===== config.mk =====
export PLATFORM = sky130hd
export DESIGN_NAME = reset_and_clock_boot_select
export DESIGN_NICKNAME = d
export VERILOG_FILES = /design/src/shared/reset_boot_pkg.sv /design/src/shared/boot_mode_if.sv /design/src/design/boot_strap_latch.sv /design/src/design/reset_and_clock_boot_select.sv /design/src/design/reset_sequencer.sv
export VERILOG_INCLUDE_DIRS = /design/src /design/src/shared
export SDC_FILE = /design/constraint.sdc
export NUM_CORES = 1
export LEC_CHECK = 0
export ABC_CLOCK_PERIOD_IN_PS = 3300
export BUFFER_PORTS_ARGS = -buffer_cell sky130_fd_sc_hd__buf_2
export CAP_MARGIN = 20
export CORE_UTILIZATION = 45
export CTS_CLUSTER_DIAMETER = 60
export DETAILED_ROUTE_END_ITERATION = 8
export PLACE_DENSITY = 0.85
export SLEW_MARGIN = 40
export SYNTH_ARGS = -nofsm -noshare
export SYNTH_HDL_FRONTEND = slang
export SYNTH_SLANG_ARGS = --single-unit
export TNS_END_PERCENT = 10

===== constraint.sdc =====
create_clock -name pclk -period 3.3 [get_ports pclk]
set_input_delay 0.99 -clock pclk [delete_from_list [all_inputs] [get_ports pclk]]
set_output_delay 0.99 -clock pclk [all_outputs]
set_load 0.005 [all_outputs]

===== src/shared/reset_boot_params.svh =====
// offsets, field positions, reset values and cycle counts of the reset and boot block
`ifndef RESET_BOOT_PARAMS_SVH
`define RESET_BOOT_PARAMS_SVH

// apb register byte offsets
`define REG_CTRL_OFS          8'h00
`define REG_STATUS_OFS        8'h04
`define REG_STRETCH_OFS       8'h08
`define REG_ADDR_W            8

// control register fields
`define CTRL_SW_RESET_BIT     0
`define CTRL_RESET_VAL        32'h0000_0000

// status register fields
`define STAT_RESET_OUT_BIT    0
`define STAT_CORE_RESET_BIT   1
`define STAT_PLL_EN_BIT       2
`define STAT_SRC_LSB          3
`define STAT_SRC_MSB          4
`define STAT_FLASH_PROG_BIT   5
`define STAT_SEL_LSB          6
`define STAT_SEL_MSB          7
`define STAT_CRYSTAL_PIN_BIT         8

// cycle counts
`define RSTIN_MIN_CYCLES      4'h8
`define RSTIN_CNT_W           4
`define RSTOUT_STRETCH_CYCLES 11'h400
`define RSTOUT_CNT_W          11

// strap encodings of the clock boot select
`define BOOT_SEL_DIRECT       2'h0
`define BOOT_SEL_CRYSTAL_PIN         2'h1
`define BOOT_SEL_PLL          2'h2
`define BOOT_SEL_PLL_CRYSTAL_PIN     2'h3

`endif


===== src/shared/reset_boot_pkg.sv =====
// types shared by the reset and boot select block
package reset_boot_pkg;

  typedef enum logic [1:0] {
    CLK_SRC_EXTERNAL = 2'b00,
    CLK_SRC_ONCHIP   = 2'b01,
    CLK_SRC_CRYSTAL  = 2'b10
  } clock_source_e;

  typedef enum logic [1:0] {
    SEQ_HOLD    = 2'b00,
    SEQ_STRETCH = 2'b01,
    SEQ_RUN     = 2'b10
  } seq_state_e;

endpackage


===== src/shared/boot_mode_if.sv =====
// carrier between the reset sequencer, the strap latch and the top
`timescale 1ns/10ps
interface boot_mode_if;
  logic                        capture;
  logic                        in_reset;
  logic                        pll_enable;
  reset_boot_pkg::clock_source_e clock_source;
  logic                        flash_prog_mode;
  logic [1:0]                  boot_sel;
  logic                        crystal_level;

  modport sequencer (output capture, output in_reset);
  modport strap (input capture, input in_reset, output pll_enable, output clock_source,
                 output flash_prog_mode, output boot_sel, output crystal_level);
  modport consumer (input capture, input in_reset, input pll_enable, input clock_source,
                    input flash_prog_mode, input boot_sel, input crystal_level);
endinterface


===== src/design/boot_strap_latch.sv =====
// captures the boot straps at reset exit and decodes the clock and boot modes
`timescale 1ns/10ps
`include "reset_boot_params.svh"
module boot_strap_latch (
  // clock and reset
  input  wire logic       pclk,
  input  wire logic       presetn,
  // strap levels
  input  wire logic [1:0] clock_boot_select,
  input  wire logic       crystal_pin_in,
  input  wire logic       reset_config_n,
  input  wire logic       test_in,
  // decoded modes
  boot_mode_if.strap      mode
);

  logic [1:0] sel_ff;
  logic       crystal_pin_ff;
  logic       flash_ff;

  function automatic reset_boot_pkg::clock_source_e decode_source(input logic [1:0] sel,
                                                                  input logic       crystal_pin);
    if (sel[0]) begin
      decode_source = reset_boot_pkg::CLK_SRC_CRYSTAL;
    end else if (crystal_pin) begin
      decode_source = reset_boot_pkg::CLK_SRC_ONCHIP;
    end else begin
      decode_source = reset_boot_pkg::CLK_SRC_EXTERNAL;
    end
  endfunction

  // modes stay frozen between captures so the clock tree never switches live
  always_ff @(posedge pclk or negedge presetn) begin
    if (!presetn) begin
      sel_ff   <= `BOOT_SEL_DIRECT;
      crystal_pin_ff  <= 1'b0;
      flash_ff <= 1'b0;
    end else if (mode.capture) begin
      sel_ff   <= clock_boot_select;
      crystal_pin_ff  <= crystal_pin_in;
      flash_ff <= !reset_config_n && !test_in;
    end
  end

  assign mode.boot_sel        = sel_ff;
  assign mode.crystal_level   = crystal_pin_ff;
  assign mode.pll_enable      = sel_ff[1];
  assign mode.clock_source    = decode_source(sel_ff, crystal_pin_ff);
  assign mode.flash_prog_mode = flash_ff;
endmodule


===== src/design/reset_and_clock_boot_select.sv =====
// top of the reset and clock boot select block with its apb register slave
//
// Implementation choices: the register addresses and register access over APB.
`timescale 1ns/10ps
`include "reset_boot_params.svh"
module reset_and_clock_boot_select (
  // apb clock and reset
  input  wire logic        pclk,
  input  wire logic        presetn,
  // apb slave
  input  wire logic        psel,
  input  wire logic        penable,
  input  wire logic        pwrite,
  input  wire logic [31:0] paddr,
  input  wire logic [31:0] pwdata,
  output logic [31:0]      prdata,
  output logic             pready,
  output logic             pslverr,
  // reset pins
  input  wire logic        reset_in_n,
  output logic             reset_out_n,
  output logic             core_reset_n,
  // boot straps
  input  wire logic [1:0]  clock_boot_select,
  input  wire logic        reset_config_n,
  input  wire logic        test_in,
  // crystal pin, split into three signals
  input  wire logic        crystal_pin_in,
  output logic             crystal_pin_out,
  output logic             crystal_pin_oe,
  // oscillator levels
  input  wire logic        osc_amp_level,
  input  wire logic        external_clock_in,
  input  wire logic        onchip_osc_level,
  input  wire logic        crystal_osc_level,
  input  wire logic        sys_clock_level,
  // clock and boot outputs
  output logic             pll_enable,
  output logic [1:0]       clock_source,
  output logic             ref_clock_level,
  output logic             system_clock_out,
  output logic             flash_prog_mode
);

  boot_mode_if mode_bus ();

  logic                     ctrl_sw_reset_ff;
  logic                     sw_reset_pulse_ff;
  logic [`RSTOUT_CNT_W-1:0] stretch_count;
  logic                     reset_out_n_w;
  logic                     core_reset_n_w;
  logic                     ref_clock_ff;
  logic                     sys_clock_ff;
  logic [31:0]              rd_data;
  logic                     addr_hit;
  logic                     apb_write;
  logic                     apb_read;
  logic                     sel_bit1_now;

  // apb decode ------------------------------------------------------------
  function automatic logic reg_hit(input logic [31:0] addr);
    reg_hit = (addr[31:`REG_ADDR_W] == 24'h00_0000) &&
              ((addr[`REG_ADDR_W-1:0] == `REG_CTRL_OFS) ||
               (addr[`REG_ADDR_W-1:0] == `REG_STATUS_OFS) ||
               (addr[`REG_ADDR_W-1:0] == `REG_STRETCH_OFS));
  endfunction

  assign addr_hit  = reg_hit(paddr);
  assign apb_write = psel && penable && pwrite && addr_hit;
  // setup cycle of a read: the data register is loaded here so it stands for the access
  assign apb_read  = psel && !penable && !pwrite;
  // every access completes in its first access cycle
  assign pready    = 1'b1;
  assign pslverr   = psel && penable && !addr_hit;

  // software reset request: one write of 1 raises a single-cycle reset source
  always_ff @(posedge pclk or negedge presetn) begin
    if (!presetn) begin
      ctrl_sw_reset_ff <= 1'b0;
    end else if (apb_write && (paddr[`REG_ADDR_W-1:0] == `REG_CTRL_OFS)) begin
      ctrl_sw_reset_ff <= pwdata[`CTRL_SW_RESET_BIT];
    end else begin
      ctrl_sw_reset_ff <= 1'b0;
    end
  end

  always_ff @(posedge pclk or negedge presetn) begin
    if (!presetn) begin
      sw_reset_pulse_ff <= 1'b0;
    end else begin
      sw_reset_pulse_ff <= ctrl_sw_reset_ff;
    end
  end

  always_comb begin
    rd_data = 32'h0000_0000;
    unique case (paddr[`REG_ADDR_W-1:0])
      `REG_CTRL_OFS: begin
        rd_data[`CTRL_SW_RESET_BIT] = ctrl_sw_reset_ff;
      end
      `REG_STATUS_OFS: begin
        rd_data[`STAT_RESET_OUT_BIT]              = reset_out_n_w;
        rd_data[`STAT_CORE_RESET_BIT]             = core_reset_n_w;
        rd_data[`STAT_PLL_EN_BIT]                 = mode_bus.pll_enable;
        rd_data[`STAT_SRC_MSB:`STAT_SRC_LSB]      = mode_bus.clock_source;
        rd_data[`STAT_FLASH_PROG_BIT]             = mode_bus.flash_prog_mode;
        rd_data[`STAT_SEL_MSB:`STAT_SEL_LSB]      = mode_bus.boot_sel;
        rd_data[`STAT_CRYSTAL_PIN_BIT]                   = mode_bus.crystal_level;
      end
      `REG_STRETCH_OFS: begin
        rd_data[`RSTOUT_CNT_W-1:0] = stretch_count;
      end
      default: rd_data = 32'h0000_0000;
    endcase
    if (!addr_hit) begin
      rd_data = 32'h0000_0000;
    end
  end

  // read data held in a flop; updated only on the setup cycle of a read
  always_ff @(posedge pclk or negedge presetn) begin
    if (!presetn) begin
      prdata <= 32'h0000_0000;
    end else if (apb_read) begin
      prdata <= rd_data;
    end
  end

  // reset sequencing and strap capture -----------------------------------
  reset_sequencer u_seq (
    .pclk          (pclk),
    .presetn       (presetn),
    .reset_in_n    (reset_in_n),
    .sw_reset      (sw_reset_pulse_ff),
    .core_reset_n  (core_reset_n_w),
    .reset_out_n   (reset_out_n_w),
    .stretch_count (stretch_count),
    .mode          (mode_bus.sequencer)
  );

  boot_strap_latch u_strap (
    .pclk              (pclk),
    .presetn           (presetn),
    .clock_boot_select (clock_boot_select),
    .crystal_pin_in    (crystal_pin_in),
    .reset_config_n    (reset_config_n),
    .test_in           (test_in),
    .mode              (mode_bus.strap)
  );

  assign reset_out_n  = reset_out_n_w;
  assign core_reset_n = core_reset_n_w;

  // crystal pin direction: live strap while reset holds, latched strap after
  assign sel_bit1_now    = mode_bus.in_reset ? clock_boot_select[1] : mode_bus.boot_sel[1];
  assign crystal_pin_oe  = !sel_bit1_now;
  assign crystal_pin_out = osc_amp_level;

  assign pll_enable      = mode_bus.pll_enable;
  assign clock_source    = mode_bus.clock_source;
  assign flash_prog_mode = mode_bus.flash_prog_mode;

  // reference clock level; the external pin is never looked at for on-chip
  always_ff @(posedge pclk or negedge presetn) begin
    if (!presetn) begin
      ref_clock_ff <= 1'b0;
    end else begin
      unique case (mode_bus.clock_source)
        reset_boot_pkg::CLK_SRC_ONCHIP:   ref_clock_ff <= onchip_osc_level;
        reset_boot_pkg::CLK_SRC_CRYSTAL:  ref_clock_ff <= crystal_osc_level;
        reset_boot_pkg::CLK_SRC_EXTERNAL: ref_clock_ff <= external_clock_in;
        default:                          ref_clock_ff <= 1'b0;
      endcase
    end
  end

  assign ref_clock_level = ref_clock_ff;

  // sampled copy: one cycle late, and only faithful for a clock well below pclk
  always_ff @(posedge pclk or negedge presetn) begin
    if (!presetn) begin
      sys_clock_ff <= 1'b0;
    end else begin
      sys_clock_ff <= sys_clock_level;
    end
  end

  assign system_clock_out = sys_clock_ff;
endmodule


===== src/design/reset_sequencer.sv =====
// reset input filter, reset hold and reset output stretch
`timescale 1ns/10ps
`include "reset_boot_params.svh"
module reset_sequencer (
  // clock and reset
  input  wire logic                       pclk,
  input  wire logic                       presetn,
  // reset sources
  input  wire logic                       reset_in_n,
  input  wire logic                       sw_reset,
  // reset outputs
  output logic                            core_reset_n,
  output logic                            reset_out_n,
  output logic [`RSTOUT_CNT_W-1:0]        stretch_count,
  // towards the strap latch
  boot_mode_if.sequencer                  mode
);

  reset_boot_pkg::seq_state_e state_ff;
  reset_boot_pkg::seq_state_e nxt_state;
  logic [`RSTIN_CNT_W-1:0]    low_cnt_ff;
  logic [`RSTOUT_CNT_W-1:0]   stretch_ff;
  logic                       source_active;

  // a glitch shorter than the minimum never reaches the core
  always_ff @(posedge pclk or negedge presetn) begin
    if (!presetn) begin
      low_cnt_ff <= 4'h0;
    end else if (reset_in_n) begin
      low_cnt_ff <= 4'h0;
    end else if (low_cnt_ff != `RSTIN_MIN_CYCLES) begin
      low_cnt_ff <= low_cnt_ff + 4'h1;
    end
  end

  assign source_active = (low_cnt_ff == `RSTIN_MIN_CYCLES) || sw_reset;

  always_comb begin
    nxt_state = state_ff;
    unique case (state_ff)
      reset_boot_pkg::SEQ_HOLD: begin
        if (!source_active) begin
          nxt_state = reset_boot_pkg::SEQ_STRETCH;
        end
      end
      reset_boot_pkg::SEQ_STRETCH: begin
        if (source_active) begin
          nxt_state = reset_boot_pkg::SEQ_HOLD;
        end else if (stretch_ff == `RSTOUT_STRETCH_CYCLES - 11'h1) begin
          nxt_state = reset_boot_pkg::SEQ_RUN;
        end
      end
      reset_boot_pkg::SEQ_RUN: begin
        if (source_active) begin
          nxt_state = reset_boot_pkg::SEQ_HOLD;
        end
      end
      default: nxt_state = reset_boot_pkg::SEQ_HOLD;
    endcase
  end

  always_ff @(posedge pclk or negedge presetn) begin
    if (!presetn) begin
      state_ff <= reset_boot_pkg::SEQ_HOLD;
    end else begin
      state_ff <= nxt_state;
    end
  end

  always_ff @(posedge pclk or negedge presetn) begin
    if (!presetn) begin
      stretch_ff <= 11'h000;
    end else if (state_ff != reset_boot_pkg::SEQ_STRETCH) begin
      stretch_ff <= 11'h000;
    end else begin
      stretch_ff <= stretch_ff + 11'h001;
    end
  end

  assign core_reset_n  = (state_ff != reset_boot_pkg::SEQ_HOLD);
  assign reset_out_n   = (state_ff == reset_boot_pkg::SEQ_RUN);
  assign stretch_count = stretch_ff;
  assign mode.in_reset = (state_ff == reset_boot_pkg::SEQ_HOLD);
  // straps are taken on the last cycle of the held reset
  assign mode.capture  = (state_ff == reset_boot_pkg::SEQ_HOLD) && !source_active;
endmodule


* Word-level counts from Yosys, hierarchy flattened
Cells that the tools add are included.
** Word-level totals
- Bits in registers :: 57
- Word-level logic and storage cells :: 70
- Input port bits :: 80
** Cells by class
- Multiplexer cells :: 17
- $add $sub $neg :: 2
- Reductions and logical operators :: 27
- Equality and inequality tests :: 13
** Operators by type and width (number)
- zero test 24 bit :: 1
- 2-to-1 mux 11 bit :: 2
- one-hot mux 8 bit (2 select lines) :: 1
- 2-to-1 mux 2 bit :: 6
- adder 11 x 1 -> 11 bit, second input constant :: 1
- equality test 11 x 10 -> 1 bit, second input constant :: 1
- logical AND 1 bit :: 10
- equality test 8 x 3 -> 1 bit, second input constant :: 1
- equality test 8 x 4 -> 1 bit, second input constant :: 1
- zero test 8 bit :: 1
- 2-to-1 mux 4 bit :: 2
- zero test 1 bit :: 7
- one-hot mux 1 bit (3 select lines) :: 2
- one-hot mux 2 bit (3 select lines) :: 1
- adder 4 x 1 -> 4 bit, second input constant :: 1
- equality test 2 x 1 -> 1 bit, second input constant :: 2
- equality test 2 bit, second input constant :: 2
- equality test 4 bit, second input constant :: 1
- zero test 2 bit :: 2
- inequality test 2 x 1 -> 1 bit, second input constant :: 2
- inequality test 4 bit, second input constant :: 1
- nonzero test 2 bit :: 2
- logical OR 1 bit :: 3
- 2-to-1 mux 1 bit :: 3
- other kinds (3) :: 3

* Depth between registers and ports, before layout
- Word-level depth :: 7
- Gate-level depth with buffers :: 6
- Mapped depth without buffers :: 6

* Cells and area by module
A second synthesis with hierarchy kept.
** Unflattened totals
- Cell total of the unflattened synthesis :: 197
- Area total of the unflattened synthesis :: 1995.7 µm²
** By module, submodules not included
- reset_and_clock_boot_select :: cells an instance 105, area each 1006.0 µm², times used 1, sequential area each 375.4 µm²
- reset_sequencer :: cells an instance 80, area each 819.5 µm², times used 1, sequential area each 425.4 µm²
- boot_strap_latch :: cells an instance 12, area each 170.2 µm², times used 1, sequential area each 100.1 µm²

* Worst setup path after synthesis
No wires, ideal clock.
- Path kind :: input to output
- Start point :: in paddr[20]
- End point :: out pslverr
- Data arrival time :: 1.812 ns
- Slack :: 0.498 ns
- Path buffers :: 0
- Data required time :: 2.310 ns
- Stages :: 5
- Cells stage by stage :: nor4_2 -> nand2_1 -> nor3_2 -> nand2_2 -> and3_2
** On the way
- Word-level cells in the longest chain between the ends :: 4
** RTL lines
- start: declaration :: line reset_and_clock_boot_select.sv:14 : input wire logic [31:0] paddr,
- zero test 24 bit :: line reset_and_clock_boot_select.sv:62 : reg_hit = (addr[31:`REG_ADDR_W] == 24'h00_0000) &&
- logical AND 1 bit :: line reset_and_clock_boot_select.sv:62
- zero test 1 bit
- logical AND 1 bit :: line reset_and_clock_boot_select.sv:74 : assign pslverr = psel && penable && !addr_hit;
- end: declaration :: line reset_and_clock_boot_select.sv:18 : output logic pslverr,
No other way between the ends.

* Worst setup path in the final report
- Start point :: in paddr[1]
- End point :: out pslverr
** On the way
- Word-level cells in the longest chain between the ends :: 6
- Elaborated cells between the ends (all ways) :: 8
** RTL lines
- equality test 8 x 3 -> 1 bit or zero test 8 bit (tied branches)
- logical OR 1 bit :: line reset_and_clock_boot_select.sv:63 : ((addr[`REG_ADDR_W-1:0] == `REG_CTRL_OFS) ||
- logical OR 1 bit * :: line reset_and_clock_boot_select.sv:63
- logical AND 1 bit * :: line reset_and_clock_boot_select.sv:62
- zero test 1 bit *
- logical AND 1 bit * :: line reset_and_clock_boot_select.sv:74
Every way passes the cells marked *; elsewhere a longest branch is shown, timed or not.

==> impl_metrics.ini <==
[run_status]
status = completed

[clock_network]
cts.sink_count = 36
cts_max_level = 2
path_clk_slew_ns = 0.06
insertion_delay_ns = 0.28
clockBufferDepth = 2
clock_tree_from_tritoncts = built
cts.hold.buffers_added = 0
root_buffer_cell = sky130_fd_sc_hd__clkbuf_8
cts_buffers = 5
postCtsSetupBuffers = 0
cts-resized-gates = 0

[setup_path]
timing.critical_path.slowest_cell_delay_ns = 0.29
arrival_ns = 2.15
crit_start = paddr[1]
crit_top_cell = sky130_fd_sc_hd__buf_2
startpoint_type = primary input
worstPathCellList = buf_2 > nor4_1 > nand4_1 > nor3_2 > nand2_2 > and3_2 > buf_2
worstPathBufferInverterCount = 2
regToRegStartpoint = u_seq.low_cnt_ff[0]
cp.required_ns = 2.31
crit_path_max_fanout = 2
worst-setup-path-type = primary input to output port
critical_path.slowest_cell = sky130_fd_sc_hd__nor4_1
critical_path.top_delay_family = simple AND/OR/NAND/NOR gates
end_kind = output port

[die]
i_o_pin_count = 124
floorplan.die_area_um2 = 4500
die_width_um = 67.1
core_area_um2 = 4030
start_util_pct = 47.3
row_count = 23
die_h_um = 67.1

[sta]
grt_setup_unrepaired = false
hold_violations = 0
min_period_ns = 3.14
slew_headroom_pct = 55.3
finalSetupTns_ns = 0
final-setup-viol-count = 0
slew_violations = 0
worst_margin_slew_ns = 0.669
finalHoldWorstSlack_ns = 0.379
max_clock_freq_mhz = 319
period_share_pct = 95.0
clock_skew_ns = 0.00333

[global_route]
grt_first_pass_wirelength_mm = 5.83
grt.met3_usage_pct = 5.65
gr-total-overflow = 0
grt_use_met2_pct = 30.8
antenna_violations_before_repair = 0
grt_overall_usage_pct = 17.7
gr-usage-met1_pct = 19.5
grt-busiest-layer = met2
grt_start_max_net_pins = 37
grt_pass1_vias = 1355

[drt]
detail-route-antenna-nets = 0
route.vias.total = 1562
post_drt_via_cell_ratio = 5.06
drt_drc_violations_left = 0
violation_count_after_the_first_detailed_routing_iteration = 88
postRouteWirelength_mm = 3.59
drt_first_pass_iters = 4
wl_per_cell_um = 11.6

[flow_run]
drv.max_cap_violation_count = 0

[synth]
mappedNetlistArea_um2 = 1910
postSynthRegisterBits = 36
ys_seq_area_share_pct = 47.3
synth-warning-count = 0
syn_area_cell_um2 = 9.87
yosysUniqueCellTypes = 34
synthCells = 193

[power]
total_power_mw = 1.08
p_leak_nw = 1.14
worst_ir_drop_vdd_v = 0.000148
power-per-cell-area_nw_per_um2 = 473

[place]
dpl-instance-area_um2 = 2180
finalWeightedCongestion = 0.841
io_buffers = 68
hpwlAfterDp_mm = 2.81

[layout]
nets = 342
synthToLayoutAreaGrowth_pct = 19.8
fraction_of_final_layout_cells_sized_beyond_drive_strength_1_pct = 33.6
layout.cell_area.non_filler_um2 = 2280
antennaDiodeCount = 0

[min_path]
min-delay-path-class = flop to flop
hold_path_startpoint = ctrl_sw_reset_ff
[routing by layer]
metal,share of wire [%],vias up,wire (um)
li1,-,749,-
met1,40,734,1430
met2,51,68,1840
met3,6.7,11,240
met4,2.2,0,80
met5,0,-,0
[area by class of cell]
type                            count  area (um2)
Fill cell                         344        1750
Sequential cell                    36         901
Multi-Input combinational cell    144         862
Timing Repair Buffer               69         350
Clock buffer                        7        96.3
Tap cell                           50        62.6
Inverter                            3        11.3
[sequential cells by signal, summed over array words and instances, names as in the netlist]
signal and count:
u_strap.mode.crystal_level 1, u_seq.stretch_count 11, u_strap.mode.flash_prog_mode 1, u_strap.mode.boot_sel 2, u_seq.low_cnt_ff 4, u_seq.state_ff 2, prdata 11, system_clock_out 1
ctrl_sw_reset_ff 1, ref_clock_level 1, sw_reset_pulse_ff 1
[metrics by stage]
| stage | setup slack, ns | instances | util, % |
|---|---|---|---|
| floorplan | 0.498 | 213 | - |
| global placement | 0.161 | 302 | 54.2 |
| detailed placement | 0.129 | 302 | 54.2 |
| CTS | 0.122 | 309 | 56.6 |
| global route | 0.0181 | 309 | 56.7 |
| finish | 0.164 | 309 | 56.7 |
[path summary, 6_finish.rpt]
check | end | slack (ns) | cells past startpoint
setup / recovery | pslverr | 0.16 | 7
hold / removal | sw_reset_pulse_ff | 0.38 | 0
setup reg to reg | u_strap.mode.boot_sel[0] | 1.66 | 6
hold reg to reg | sw_reset_pulse_ff | 0.38 | 0
max in group asynchronous | u_strap.mode.boot_sel[0] | 2.34 | 1
min in group asynchronous | system_clock_out | 0.65 | 1
[Yosys cell counts]
master	instances	share of area [%]
sky130_fd_sc_hd__nand3_1	8	2.1
sky130_fd_sc_hd__buf_6	1	0.59
sky130_fd_sc_hd__nor4_2	2	1.3
sky130_fd_sc_hd__mux2i_1	5	2.6
sky130_fd_sc_hd__nor2b_1	4	1.3
sky130_fd_sc_hd__o31ai_1	9	3.5
sky130_fd_sc_hd__nor2_1	23	4.5
sky130_fd_sc_hd__o21a_1	1	0.39
sky130_fd_sc_hd__nand2_1	19	3.7
sky130_fd_sc_hd__a22oi_1	8	3.2
sky130_fd_sc_hd__buf_1	1	0.20
sky130_fd_sc_hd__dfrtp_1	36	47
sky130_fd_sc_hd__clkbuf_1	5	0.99
sky130_fd_sc_hd__nand2_2	1	0.33
sky130_fd_sc_hd__nor3_2	1	0.53
sky130_fd_sc_hd__xnor2_1	4	1.8
sky130_fd_sc_hd__buf_4	23	9.1
sky130_fd_sc_hd__nor4_1	6	2.0
sky130_fd_sc_hd__xor2_1	7	3.2
sky130_fd_sc_hd__and3_1	1	0.33
sky130_fd_sc_hd__a21oi_1	2	0.53
sky130_fd_sc_hd__or2_2	1	0.33
sky130_fd_sc_hd__nand2b_1	1	0.33
sky130_fd_sc_hd__conb_1	2	0.39
sky130_fd_sc_hd__nor3_1	1	0.26
sky130_fd_sc_hd__nor4b_1	1	0.46
sky130_fd_sc_hd__nor3_4	1	0.85
sky130_fd_sc_hd__nor3b_1	1	0.39
sky130_fd_sc_hd__o21ai_0	3	0.79
sky130_fd_sc_hd__mux2_2	4	2.4
sky130_fd_sc_hd__and3_2	1	0.39
sky130_fd_sc_hd__ha_1	3	2.0
sky130_fd_sc_hd__nand4_1	4	1.3
sky130_fd_sc_hd__inv_1	3	0.59
[kinds of logic after synthesis]
group | synth area share, %
AOI/OAI and AO/OA | 8.40
xor gates and xnor gates | 5.06
adders and majority gates | 1.97
buffers and inverters | 11.4
DFF | 47.3
muxes | 4.99
other | 0.394
and+or+nand+nor | 20.5
[cell usage in the layout, fill, tap and decap left out, types with 2 or more instances in the layout]
| cell type | synthesis | final |
|---|---|---|
| sky130_fd_sc_hd__ha_1 | 3 | 3 |
| sky130_fd_sc_hd__buf_4 | 23 | 2 |
| sky130_fd_sc_hd__a22oi_1 | 8 | 8 |
| sky130_fd_sc_hd__buf_2 | 0 | 67 |
| sky130_fd_sc_hd__nand4_1 | 4 | 4 |
| sky130_fd_sc_hd__nor4_2 | 2 | 2 |
| sky130_fd_sc_hd__nor2b_1 | 4 | 4 |
| sky130_fd_sc_hd__nor4_1 | 6 | 6 |
| sky130_fd_sc_hd__nand3_1 | 8 | 8 |
| sky130_fd_sc_hd__clkbuf_8 | 0 | 7 |
| sky130_fd_sc_hd__xnor2_1 | 4 | 4 |
| sky130_fd_sc_hd__nor2_1 | 23 | 23 |
| sky130_fd_sc_hd__o21ai_0 | 3 | 3 |
| sky130_fd_sc_hd__mux2i_1 | 5 | 5 |
| sky130_fd_sc_hd__mux2_2 | 4 | 4 |
| sky130_fd_sc_hd__xor2_1 | 7 | 7 |
| sky130_fd_sc_hd__dfrtp_1 | 36 | 36 |
| sky130_fd_sc_hd__o31ai_1 | 9 | 9 |
| sky130_fd_sc_hd__a21oi_1 | 2 | 2 |
| sky130_fd_sc_hd__conb_1 | 2 | 22 |
| sky130_fd_sc_hd__inv_1 | 3 | 3 |
| sky130_fd_sc_hd__nand2_1 | 19 | 19 |
[report_power, final]
part	leakage (nW)	internal (mW)	switching, mW	total (mW)
Combinational	0.616	0.0945	0.0882	0.183
Clock	0.0503	0.186	0.141	0.326
Sequential	0.471	0.498	0.0736	0.572
Total	1.14	0.779	0.302	1.08
No activity file was read; power rests on OpenSTA's default activity.
